[config.mk]
export PLATFORM = sky130hd
export DESIGN_NAME = pcl_loop
export DESIGN_NICKNAME = d
export VERILOG_FILES = /design/src/logic/pcl_pkg.sv /design/src/logic/pcl_slope.sv /design/src/logic/pcl_loop.sv
export SDC_FILE = /design/constraint.sdc
export NUM_CORES = 2
export LEC_CHECK = 0
export BUFFER_PORTS_ARGS = -buffer_cell sky130_fd_sc_hd__buf_2
export CORE_AREA = 4 4 331 203
export DETAILED_ROUTE_END_ITERATION = 6
export DIE_AREA = 0 0 335 207
export SETUP_SLACK_MARGIN = 0.02
export SYNTH_ARGS = -nofsm -noshare
export SYNTH_HDL_FRONTEND = slang
export SYNTH_SLANG_ARGS = --single-unit
[constraint.sdc]
create_clock -name mclk -period 12.8 [get_ports mclk]
set_input_delay 1.92 -clock mclk [delete_from_list [all_inputs] [get_ports mclk]]
set_output_delay 1.92 -clock mclk [all_outputs]
set_load 0.02 [all_outputs]
[src/logic/pcl_pkg.sv]
package pcl_pkg;
  // ****************************************************************
  // clocking and switching timing
  // ****************************************************************
  localparam int CLK_HZ = 250_000_000;
  localparam int CLK_MHZ = 250;
  localparam int FSW_HZ = 75_000;
  localparam int PERIOD_CYC_I = CLK_HZ / FSW_HZ;
  localparam int DEAD_NS = 100;
  localparam int DEAD_CYC_I = (DEAD_NS * CLK_MHZ + 999) / 1000;
  localparam int VIN_TRIG_NS = 300;
  localparam int VIN_TRIG_CYC_I = (VIN_TRIG_NS * CLK_MHZ + 999) / 1000;
  localparam logic [11:0] PERIOD_CYC = 12'(PERIOD_CYC_I);
  localparam logic [11:0] HALF_CYC = 12'(PERIOD_CYC_I / 2);
  localparam logic [11:0] DEAD_CYC = 12'(DEAD_CYC_I);
  localparam logic [11:0] VIN_TRIG_CYC = 12'(VIN_TRIG_CYC_I);
  // ****************************************************************
  // data scaling
  // ****************************************************************
  localparam int ADC_W = 12;
  localparam int DAC_W = 12;
  localparam logic [11:0] DAC_MAX = 12'hfff;
  localparam logic [12:0] COEF_ONE = 13'h1000;
  localparam int COEF_SHIFT = 12;
  localparam int ADC_REF_MV = 3300;
  localparam logic [16:0] IBASE_SEC_CA = 17'h0256c;
  localparam int IBASE_PRI_MA = 3830;
  localparam int KP_SHIFT = 6;
  localparam int INTEG_SHIFT = 4;
  localparam logic signed [17:0] INTEG_MAX = 18'sh0fff0;
  // ****************************************************************
  // reset values
  // ****************************************************************
  localparam logic [11:0] CNT_RST = 12'h000;
  localparam logic [11:0] DAC_RST = 12'h000;
endpackage : pcl_pkg

[src/logic/pcl_slope.sv]
`timescale 1ns/1ps
module pcl_slope
  import pcl_pkg::*;
(
  input wire logic mclk,
  input wire logic rst,
  input wire logic start,
  input wire logic [12:0] a_coef,
  input wire logic [11:0] valley,
  input wire logic [11:0] ic,
  input wire logic [12:0] vin_reb,
  input wire logic [11:0] vout,
  output logic [11:0] result,
  output logic valid
);
  typedef struct packed {
    logic [11:0] result;
    logic valid;
  } pcl_slope_state_type;

  pcl_slope_state_type st_r, st_nxt;
  logic [12:0] a_eff;
  logic [12:0] b_eff;
  logic [25:0] mix;
  logic [13:0] scaled;

  always_comb begin
    // no power transfer possible when reflected input is at or below output: plain reference
    a_eff = (vin_reb > {1'b0, vout}) ? ((a_coef > COEF_ONE) ? COEF_ONE : a_coef) : 13'h0000;
    b_eff = COEF_ONE - a_eff; // RULE_13
    mix = 26'(a_eff * valley) + 26'(b_eff * ic); // RULE_13
    scaled = mix[25:COEF_SHIFT];
    st_nxt = st_r;
    st_nxt.valid = start; // RULE_04
    if (start) begin
      st_nxt.result = (scaled > {2'b00, DAC_MAX}) ? DAC_MAX : scaled[11:0]; // RULE_14
    end
  end

  always_ff @(posedge mclk) begin
    if (rst) begin
      st_r <= '0;
    end else begin
      st_r <= st_nxt;
    end
  end

  assign result = st_r.result;
  assign valid = st_r.valid;

  property p_plain_ref;
    @(posedge mclk) disable iff (rst) start && vin_reb <= {1'b0, vout} |=> result == $past(ic);
  endproperty
  a_plain_ref: assert property (p_plain_ref) else $error("reference not passed through"); // RULE_13

  property p_done;
    @(posedge mclk) disable iff (rst) start |=> valid ##1 !valid || start;
  endproperty
  a_done: assert property (p_done) else $error("slope result not valid after start"); // RULE_04
endmodule : pcl_slope

[src/logic/pcl_loop.sv]
// Function
// RULE_01: error is reference minus output sample; compensator yields uncompensated reference.
// RULE_02: trigger current conversion at start of each half period (valley).
// RULE_03: input voltage trigger only inside a power-delivery interval.
// RULE_04: compute slope-compensated reference at start of every half cycle.
// RULE_05: scale compensated reference and load it into 12-bit DAC.
// RULE_06: comparator high means sensed current reached programmed peak.
// RULE_07: comparator high ends active high-side drive for rest of half cycle.
// RULE_08: bridge switches at 75 kHz; update runs at twice that rate.
// RULE_09: current codes are against 3.3 V; full scale is 3.83 A / 95.8 A.
// RULE_10: legs complementary with dead time; second leg fixed 180 degrees behind.
// RULE_11: rectifier high and low run half periods, 180 degrees apart.
// RULE_12: input voltage sample shifted left one bit before use.
// RULE_13: compensated reference is A times valley plus (1-A) times reference.
// RULE_14: saturate DAC code to its unsigned range.
// RULE_15: new DAC threshold takes effect only at a half-cycle boundary.
`timescale 1ns/1ps
module pcl_loop
  import pcl_pkg::*;
(
  input wire logic mclk,
  input wire logic rst,
  input wire logic [11:0] vout_ref,
  input wire logic [7:0] kp,
  input wire logic [7:0] ki,
  input wire logic [12:0] a_coef,
  input wire logic [11:0] current_sense_channel,
  input wire logic current_valid,
  input wire logic [11:0] vout_sense_channel,
  input wire logic vout_valid,
  input wire logic [11:0] vin_sense_channel,
  input wire logic vin_valid,
  input wire logic cmp_in,
  output logic current_trig,
  output logic vout_trig,
  output logic vin_trig,
  output logic [11:0] dac_code,
  output logic dac_load,
  output logic leg_a_high_drive,
  output logic leg_a_low_drive,
  output logic leg_b_high_drive,
  output logic leg_b_low_drive,
  output logic rectifier_high_drive,
  output logic rectifier_low_drive,
  output logic [16:0] valley_sec_ca
);
  import pcl_pkg::*;

  typedef struct packed {
    logic [11:0] cnt;
    logic [2:0] cmp_s;
    logic cmp_f;
    logic fault;
    logic [11:0] fcnt;
    logic hi_a;
    logic lo_a;
    logic hi_b;
    logic lo_b;
    logic rh;
    logic rl;
    logic trig_i;
    logic trig_vo;
    logic trig_vi;
    logic [11:0] valley;
    logic [11:0] vin;
    logic [11:0] vout;
    logic signed [12:0] err;
    logic signed [17:0] integ;
    logic [11:0] ic;
    logic [11:0] dac;
    logic [11:0] pend;
    logic load;
    logic [16:0] valley_ca;
    logic [11:0] run_a;
    logic [11:0] res_chk;
  } pcl_loop_state_type;

  pcl_loop_state_type st_r, st_nxt;
  logic sec;
  logic [11:0] hcnt;
  logic half_start;
  logic fault_eff;
  logic slope_valid;
  logic [11:0] slope_out;
  logic signed [17:0] integ_sum;
  logic signed [21:0] prop;
  logic signed [17:0] ic_sum;
  logic [28:0] ca_prod;

  // ****************************************************************
  // slope compensation
  // ****************************************************************
  pcl_slope u_slope (
    .mclk(mclk),
    .rst(rst),
    .start(half_start),
    .a_coef(a_coef),
    .valley(st_r.valley),
    .ic(st_r.ic),
    .vin_reb({st_r.vin, 1'b0}), // RULE_12
    .vout(st_r.vout),
    .result(slope_out),
    .valid(slope_valid)
  );

  // ****************************************************************
  // timing, drives, sampling and loop
  // ****************************************************************
  always_comb begin
    st_nxt = st_r;
    sec = st_r.cnt >= HALF_CYC;
    hcnt = sec ? st_r.cnt - HALF_CYC : st_r.cnt;
    half_start = hcnt == 12'h000; // RULE_08
    // period counter; 3333 cycles at 250 MHz gives the 75 kHz bridge rate
    st_nxt.cnt = (st_r.cnt == PERIOD_CYC - 12'h001) ? CNT_RST : st_r.cnt + 12'h001; // RULE_08
    // comparator pin: three stages, level accepted once stages two and three agree
    st_nxt.cmp_s = {st_r.cmp_s[1:0], cmp_in};
    if (st_r.cmp_s[1] == st_r.cmp_s[2]) begin
      st_nxt.cmp_f = st_r.cmp_s[2];
    end
    // high comparator output means peak reached during this power interval
    fault_eff = st_r.fault && !half_start;
    st_nxt.fault = (st_r.cmp_f && (st_r.hi_a || st_r.hi_b)) || fault_eff; // RULE_06 RULE_07
    st_nxt.fcnt = !fault_eff ? 12'h000 : (st_r.fcnt < DEAD_CYC ? st_r.fcnt + 12'h001 : st_r.fcnt);
    // leg a delivers in the first half, leg b in the second: fixed 180 degree offset
    st_nxt.hi_a = !sec && hcnt >= DEAD_CYC && !st_nxt.fault; // RULE_07 RULE_10
    st_nxt.hi_b = sec && hcnt >= DEAD_CYC && !st_nxt.fault; // RULE_07 RULE_10
    st_nxt.lo_a = sec ? (st_r.lo_a || hcnt >= DEAD_CYC) && st_r.cnt != PERIOD_CYC - 12'h001
                      : fault_eff && st_r.fcnt >= DEAD_CYC; // RULE_10
    st_nxt.lo_b = !sec ? (st_r.lo_b || hcnt >= DEAD_CYC) && st_r.cnt != HALF_CYC - 12'h001
                       : fault_eff && st_r.fcnt >= DEAD_CYC; // RULE_10
    st_nxt.rh = !sec && hcnt >= DEAD_CYC; // RULE_11
    st_nxt.rl = sec && hcnt >= DEAD_CYC; // RULE_11
    // conversions
    st_nxt.trig_i = half_start; // RULE_02
    st_nxt.trig_vo = half_start;
    // skipped when the peak already ended delivery: primary is freewheeling then
    st_nxt.trig_vi = hcnt == VIN_TRIG_CYC && st_nxt.hi_a | st_nxt.hi_b; // RULE_03
    if (current_valid) begin
      st_nxt.valley = current_sense_channel;
    end
    if (vin_valid) begin
      st_nxt.vin = vin_sense_channel;
    end
    ca_prod = 29'(st_r.valley * IBASE_SEC_CA);
    st_nxt.valley_ca = ca_prod[28:12]; // RULE_09
    // voltage loop: proportional plus integral, output clamped to the current range
    integ_sum = st_r.integ + 18'(($signed({1'b0, ki}) * st_r.err) >>> INTEG_SHIFT);
    prop = $signed({1'b0, kp}) * st_r.err;
    ic_sum = (st_r.integ >>> INTEG_SHIFT) + 18'(prop >>> KP_SHIFT);
    if (vout_valid) begin
      st_nxt.vout = vout_sense_channel;
      st_nxt.err = $signed({1'b0, vout_ref}) - $signed({1'b0, vout_sense_channel}); // RULE_01
      st_nxt.integ = integ_sum < 0 ? 18'sh0 : (integ_sum > INTEG_MAX ? INTEG_MAX : integ_sum);
      st_nxt.ic = ic_sum < 0 ? 12'h000 : (ic_sum > 18'sh00fff ? DAC_MAX : ic_sum[11:0]); // RULE_01
    end
    // new threshold waits for the next boundary so it never moves mid-pulse
    if (slope_valid) begin
      st_nxt.pend = slope_out; // RULE_05
    end
    st_nxt.load = half_start; // RULE_15
    if (half_start) begin
      st_nxt.dac = st_r.pend; // RULE_15
    end
    // check helpers: a half is too long for a repetition, so count the high run instead
    st_nxt.run_a = st_r.hi_a ? st_r.run_a + 12'h001 : 12'h000;
    if (slope_valid) begin
      st_nxt.res_chk = slope_out;
    end
  end

  always_ff @(posedge mclk) begin
    if (rst) begin
      st_r <= '0;
    end else begin
      st_r <= st_nxt;
    end
  end

  assign current_trig = st_r.trig_i;
  assign vout_trig = st_r.trig_vo;
  assign vin_trig = st_r.trig_vi;
  assign dac_code = st_r.dac;
  assign dac_load = st_r.load;
  assign leg_a_high_drive = st_r.hi_a;
  assign leg_a_low_drive = st_r.lo_a;
  assign leg_b_high_drive = st_r.hi_b;
  assign leg_b_low_drive = st_r.lo_b;
  assign rectifier_high_drive = st_r.rh;
  assign rectifier_low_drive = st_r.rl;
  assign valley_sec_ca = st_r.valley_ca;

  // ****************************************************************
  // checks
  // ****************************************************************
  property p_trig_i;
    @(posedge mclk) disable iff (rst) st_r.cnt == HALF_CYC |=> current_trig ##1 !current_trig;
  endproperty
  a_trig_i: assert property (p_trig_i) else $error("current trigger missing"); // RULE_02

  property p_vin_pos;
    @(posedge mclk) disable iff (rst) vin_trig |-> leg_a_high_drive || leg_b_high_drive;
  endproperty
  a_vin_pos: assert property (p_vin_pos) else $error("input trigger outside delivery"); // RULE_03

  property p_err;
    @(posedge mclk) disable iff (rst)
      vout_valid |=> st_r.err == $signed({1'b0, $past(vout_ref)})
        - $signed({1'b0, $past(vout_sense_channel)});
  endproperty
  a_err: assert property (p_err) else $error("voltage error wrong"); // RULE_01

  property p_dac_edge;
    @(posedge mclk) disable iff (rst) $changed(dac_code) |-> dac_load;
  endproperty
  a_dac_edge: assert property (p_dac_edge) else $error("threshold moved mid-half"); // RULE_15

  property p_dac_val;
    @(posedge mclk) disable iff (rst) dac_load |-> dac_code == st_r.res_chk;
  endproperty
  a_dac_val: assert property (p_dac_val) else $error("dac not loaded with result"); // RULE_05

  property p_cut;
    @(posedge mclk) disable iff (rst) st_r.cmp_f && leg_a_high_drive |=> !leg_a_high_drive [*3];
  endproperty
  a_cut: assert property (p_cut) else $error("high drive not ended by comparator"); // RULE_07

  property p_dead_a;
    @(posedge mclk) disable iff (rst) $fell(leg_a_high_drive) |-> !leg_a_low_drive [*8];
  endproperty
  a_dead_a: assert property (p_dead_a) else $error("leg a dead time violated"); // RULE_10

  property p_phase;
    @(posedge mclk) disable iff (rst) st_r.run_a <= HALF_CYC - DEAD_CYC;
  endproperty
  a_phase: assert property (p_phase) else $error("leg a active past its half"); // RULE_08

  property p_rect;
    @(posedge mclk) disable iff (rst)
      !(rectifier_high_drive && rectifier_low_drive) && !(leg_b_high_drive && leg_b_low_drive);
  endproperty
  a_rect: assert property (p_rect) else $error("overlapping drives"); // RULE_11

  property p_fault_rank;
    @(posedge mclk) disable iff (rst) st_r.cmp_s[2] && st_r.cmp_s[1] |=> st_r.cmp_f;
  endproperty
  a_fault_rank: assert property (p_fault_rank) else $error("comparator level missed"); // RULE_06
endmodule : pcl_loop

## Word level (Yosys, flattened, before mapping)

Cells that the tools add are included.

- Register bits after elaboration: 169
- Input bits: 83
- Output and inout port bits: 39
- Word-level logic and storage cells: 85

- Add/sub/neg operators: 8
- Multipliers: 5
- $lt $le $gt $ge: 11
- Eq/ne operators: 5
- Mux-type cells: 10
- Bitwise logic cells: 2
- Reductions and logical operators: 20

Operators by type and width:

| operator | number |
|---|---|
| 13-bit by 12-bit multiplier with 25-bit output | 2 |
| 12-bit 2-to-1 mux | 4 |
| 18-bit 2-to-1 mux | 2 |
| 25-bit by 25-bit adder with 26-bit output | 1 |
| 13-bit 2-to-1 mux | 2 |
| 12-bit by 1-bit adder with 12-bit output (second input constant) | 2 |
| 12-bit by 5-bit >= comparator with 1-bit output (second input constant) | 2 |
| 12-bit by 12-bit multiplier with 24-bit output (second input constant) | 1 |
| 9-bit by 13-bit multiplier with 22-bit output | 1 |
| 18-bit by 14-bit adder with 18-bit output | 1 |
| 18-bit by 17-bit > comparator with 1-bit output (second input constant) | 1 |
| 18-bit by 1-bit < comparator with 1-bit output (second input constant) | 1 |
| 9-bit by 13-bit multiplier with 18-bit output | 1 |
| 14-bit by 16-bit adder with 17-bit output | 1 |
| 17-bit by 13-bit > comparator with 1-bit output (second input constant) | 1 |
| 17-bit by 1-bit < comparator with 1-bit output (second input constant) | 1 |
| 14-bit by 12-bit > comparator with 1-bit output (second input constant) | 1 |
| 13-bit by 12-bit > comparator with 1-bit output | 1 |
| 13-bit > comparator (second input constant) | 1 |
| 12-bit by 12-bit subtractor with 13-bit output | 1 |
| 13-bit subtractor (first input constant) | 1 |
| 12-bit == test (second input constant) | 1 |
| 12-bit by 7-bit == test with 1-bit output (second input constant) | 1 |
| 12-bit by 11-bit >= comparator with 1-bit output (second input constant) | 1 |
| other kinds (13) | 29 |

## Depth between registers and ports, before layout

- Depth in word-level cells: 10
- Gate-level depth with buffers: 40
- Mapped depth without buffers: 35

## Modules after synthesis

Synthesis repeated with hierarchy kept, for this count alone.

- Cells, all modules: 3250
- Area, all modules: 28462.3 um^2

By module, submodules not included:

| module | times used | cells an instance | area an instance (um^2) | seq. area each (um^2) |
|---|---|---|---|---|
| pcl_loop | 1 | 1942 | 17042.6 | 3062.9 |
| pcl_slope | 1 | 1308 | 11419.7 | 260.2 |

## Least setup slack after synthesis

OpenSTA, ideal clock, no wires.

- Kind: input to register
- From: input a_coef[2]
- To: register u_slope.st_r, in the netlist u_slope.result[0]
- Library setup time: 119 ps
- Arrival: 10591 ps
- Required time: 12681 ps
- Path slack: 2090 ps
- Stages on the path: 36
- Buffers on the path: 5
- Path through: or4_4 -> o41ai_2 -> and3_1 -> and2_1 -> buf_4 -> clkbuf_1 -> clkbuf_1 -> nand2_1 -> ha_1 -> nand2b_1 -> mux2_2 -> a21oi_2 -> buf_4 -> nand2_1 -> fa_1 -> inv_1 -> fa_1 -> inv_1 -> fa_1 -> inv_1 -> fa_1 -> fa_1 -> fa_1 -> inv_1 -> fa_1 -> inv_1 -> ha_1 -> a21o_1 -> a221oi_1 -> o21a_1 -> a21oi_4 -> o22a_4 -> a41oi_2 -> o21ai_2 -> buf_6 -> o221a_2

- Word-level cells in the longest chain between the ends: 8
- Elaborated cells between the ends (all ways): 9
- Classes of those cells: add/sub: 2; mul: 2; order compare: 2; mux: 3

Ends and longest elaborated chain:

| item | RTL line | text |
|---|---|---|
| start, declared | pcl_loop.sv:26 | `input wire logic [12:0] a_coef,` |
| 13-bit > comparator | pcl_slope.sv:29 | `a_eff = (vin_reb > {1'b0, vout}) ? ((a_coef > COEF_ONE) ? COEF_ONE : a_coef) : 13'h0000;` |
| 13-bit 2-to-1 mux (*) (2 in series) | pcl_slope.sv:29 |  |
| 13-bit subtractor | pcl_slope.sv:30 | `b_eff = COEF_ONE - a_eff;` |
| 13-bit by 12-bit multiplier with 25-bit output | pcl_slope.sv:31 | `mix = 26'(a_eff * valley) + 26'(b_eff * ic);` |
| 25-bit by 25-bit adder with 26-bit output (*) | pcl_slope.sv:31 |  |
| 14-bit by 12-bit > comparator with 1-bit output | pcl_slope.sv:36 | `st_nxt.result = (scaled > {2'b00, DAC_MAX}) ? DAC_MAX : scaled[11:0];` |
| 12-bit 2-to-1 mux (*) | pcl_slope.sv:36 |  |
| end signal, assigned | pcl_slope.sv:44 | `st_r <= st_nxt;` |
| end, declared | pcl_slope.sv:21 | `pcl_slope_state_type st_r, st_nxt;` |

Mark *: on every way between the ends. The rest lies on a longest branch, timed or not.
A chain may end at the register's enable or synchronous reset.

## Worst setup path after layout

- From: input a_coef[4]
- To: register u_slope.st_r, in the netlist u_slope.result[6]

The elaborated chain is that of the path after synthesis.

==> metrics.md <==
| Metric | Value |
|---|---|
| Register area | `3303 um2` |
| Vias in the first global route | `20770` |
| Synth unique cells | `88` |
| R2R cell count | `31` |
| Area Growth Syn to Fin | `5.869%` |
| Drt first-iter violations | `1494` |
| Clock Sinks | `165` |
| CP max stage cell | `or4_4` |
| Clock Skews | `0.01600 ns` |
| Post-CTS Setup Bufs | `0` |
| Yosys Warn Count | `0` |
| Synth Instances | `3244` |
| Vias per cell | `5.064` |
| Total CTS buffers | `17` |
| CP peak stage delay | `0.58 ns` |
| # hold bufs at CTS | `0` |
| Final Critical Period | `11.22 ns` |
| I/O pin total | `122` |
| Reg clk slew, reported paths | `0.08 ns` |
| FF-to-FF setup slack | `2.51 ns` |
| Initial antenna violation count | `6` |
| Clk_lat worst skew | `0.47 ns` |
| RR Endpoint | `u_slope.result[6]` |
| Util after Layout | `0.4732` |
| Unrepaired setup endpoints after global routing | `no` |
| Setup TNS | `0 ns` |
| Max Clk Rate | `89.15 MHz` |
| Die Y | `207 um` |
| CP startpoint | `a_coef[4]` |
| VDD IR max | `0.2246 mV` |
| Syn Area/Cell | `8.812 um2` |
| Synthesized cell area | `28590 um2` |
| WL per Instance | `17.47 um` |
| Max clock buf depth | `2` |
| Die ar. | `69350 um2` |
| GRT Total Usage | `0.2141` |
| Sequential area share after synthesis | `0.1156` |
| Top-area cell type share of the netlist area | `0.3228` |
| Final Hold Viols | `0` |
| Final wirelength | `71.77 mm` |
| Reg2reg start | `st_r[116]` |
| Worst EP required | `13.21 ns` |
| H-tree Lvls | `4` |
| Total core area | `63960 um2` |
| Die width | `335 um` |
| Via Count | `20810` |
| Post_cts resized | `0` |
| Outcome | `finished, final reports clean` |
| Largest area contributor in the netlist | `fa_1` |
| Post-DP HPWL | `59.54 mm` |
| Number of synthesized flops with an enable pin | `0` |
| PwrDens | `184.0 nW/um2` |
| Rows | `72` |
| Yosys reg bits | `165` |
| Setup CP Type | `in -> reg` |
| Pleak | `15.78 nW` |
| I/O Buffers | `118` |
| Share of cells above drive strength 1 | `0.06601` |
| Antenna-violating nets left | `0` |
| Crit-path most repeated cell | `fa_1` |
| Worst setup path endpoint | `u_slope.result[6]` |
| Slew Limit Fails | `0` |
| Residual DRC | `0` |
| CTS tree | `built` |
| Synth area leaders | `fa_1 32%, ha_1 14%, dfxtp_1 12%` |
| Nets | `4106` |
| First-pass GRT wire length | `118.2 mm` |
| Worst Setup End Kind | `flip-flop` |
| Top_reg_cell synth | `dfxtp_1` |
| Initial core utilization | `0.4469` |
| Slew @ Worst Pin | `1.108 ns` |
| Final setup fails | `0` |
| # fillers | `6259` |
| Max_cap viols | `0` |
| CP Data Arrival Time | `11.63 ns` |
| Type of origin of the critical path | `primary input` |
| Pre-antenna DRT Iters | `7` |
| Grt ovf | `0` |
| Placer Congestion | `0.9119` |
| Ys async rst share | `0` |
| Area used by multi-input combinational logic | `21880 um2` |
| Slew headroom | `0.2546` |
| Largest net degree at the start of global routing | `54` |
| Crit-path max FO | `45` |
| Hold/Removal Path Class | `reg -> reg` |
| Period utilization | `0.8763` |
| Root Buffer | `clkbuf_16` |
[logic make-up (layout without fill, tap and decap cells)]
kind of cell | Yosys count | in the layout | synth area share
AO/OA/AOI/OAI | 319 | 319 | 0.07957
XOR/XNOR | 110 | 110 | 0.03370
adder cells (fa/ha/maj) | 779 | 779 | 0.4620
buffers and inverters | 857 | 868 | 0.1195
flip-flops | 165 | 165 | 0.1156
multiplexers | 70 | 70 | 0.02464
other | 1 | 4 | 0.0001312
AND/OR/NAND/NOR | 943 | 943 | 0.1648
[metal layers]
layer  vias to the layer above  share of wire  global-route usage
met3                        27          0.097             0.06428
met5                         -        0.00061                   0
met4                         8         0.0041             0.01965
met1                     10080           0.53              0.3607
li1                      10070              -                   -
met2                       633           0.37              0.2685
[synth_stat cells (all sizes together), types with 5 or more instances]
cell type	number
a211o	5
a211oi	15
a21boi	9
a21o	31
a21oi	71
a221o	11
a22o	5
a31oi	10
and2	240
and3	33
buf	58
clkbuf	108
dfxtp	165
fa	461
ha	318
inv	690
mux2i	67
nand2	310
nand2b	9
nand3	55
nand4	16
nand4b	6
nor2	164
nor2b	22
nor3	36
nor4	8
o211ai	10
o21a	24
o21ai	61
o21bai	11
o221a	12
o31ai	5
or3	16
or4	6
xnor2	72
xor2	38
[through the flow]
stage | instance area, um2 | hold WS, ns | power [mW] | cells | setup slack [ns]
global route | 30260 | 0.4568 | 6.209 | 4108 | 1.132
floorplan | 28590 | 0.4138 | 3.809 | 3246 | 2.090
finish | 30260 | 0.4455 | 5.567 | 4109 | 1.583
CTS | 30260 | 0.4499 | 5.543 | 4108 | 1.711
global placement | 29640 | 0.4295 | 4.951 | 4076 | 1.368
detailed placement | 29640 | 0.4421 | 4.942 | 4076 | 1.277
[report_power, final]
group	internal (mW)	total [mW]	switching, mW
logic	1.71	4.29	2.58
clock network	0.269	0.545	0.276
registers	0.590	0.737	0.147
total	2.57	5.57	3.00
[worst min path at each step]
stage	start	end	depth (start not counted)
2_1_floorplan	st_nxt[169]	st_nxt[170]	1
3_3_place_gp	st_nxt[169]	st_nxt[170]	1
3_5_place_dp	st_nxt[169]	st_nxt[170]	1
4_1_cts	st_nxt[169]	st_nxt[170]	1
5_1_grt	st_nxt[169]	st_nxt[170]	1
6_report	st_nxt[169]	st_nxt[170]	1
[placed cells by master, fill, tap and decap left out, types with 9 or more instances in the layout]
| master | instances |
|---|---|
| xor2_1 | 38 |
| and2_1 | 240 |
| a221o_1 | 11 |
| and3_1 | 33 |
| o21ai_0 | 57 |
| nand3_1 | 55 |
| a211oi_1 | 15 |
| nand2_1 | 310 |
| ha_1 | 318 |
| o21a_1 | 24 |
| o21bai_1 | 11 |
| nor2_1 | 162 |
| nand4_1 | 15 |
| buf_4 | 28 |
| fa_1 | 461 |
| a21oi_1 | 69 |
| a31oi_1 | 10 |
| or3_1 | 16 |
| nand2b_1 | 9 |
| nor3_1 | 36 |
| clkbuf_16 | 17 |
| o211ai_1 | 10 |
| dfxtp_1 | 165 |
| nor2b_1 | 22 |
| a21o_1 | 31 |
| buf_2 | 117 |
| xnor2_1 | 72 |
| o221a_2 | 9 |
| mux2i_1 | 67 |
| inv_1 | 690 |
[worst max-delay path, delay by kind of cell]
kind	cells	cell delay, ns
XOR/XNOR	1	0.15
adder cells (fa/ha/maj)	8	3.91
AND/OR/NAND/NOR	9	2.59
buffers and inverters	7	0.99
AO/OA/AOI/OAI	8	2.04
[registers in the layout, summed over array words and instances (netlist names)]
| name | cells |
|---|---|
| leg_b_low_drive | 1 |
| leg_a_low_drive | 1 |
| valley_sec_ca | 14 |
| st_nxt | 2 |
| rectifier_low_drive | 1 |
| u_slope.result | 12 |
| st_r | 117 |
| leg_b_high_drive | 1 |
| u_slope.valid | 1 |
| vin_trig | 1 |
| dac_code | 12 |
| rectifier_high_drive | 1 |
| leg_a_high_drive | 1 |
[layout make-up]
type / count / share of cell area
multi-input cells: 2224 / 0.7230
flip-flops and latches: 165 / 0.1091
inverters: 691 / 0.08570
well taps: 851 / 0.03518
repair buffers: 145 / 0.02629
clock buffers: 17 / 0.01406
clock inverters: 15 / 0.006491
diodes: 1 / 0.00008269
No activity file was read; power rests on OpenSTA's default activity.
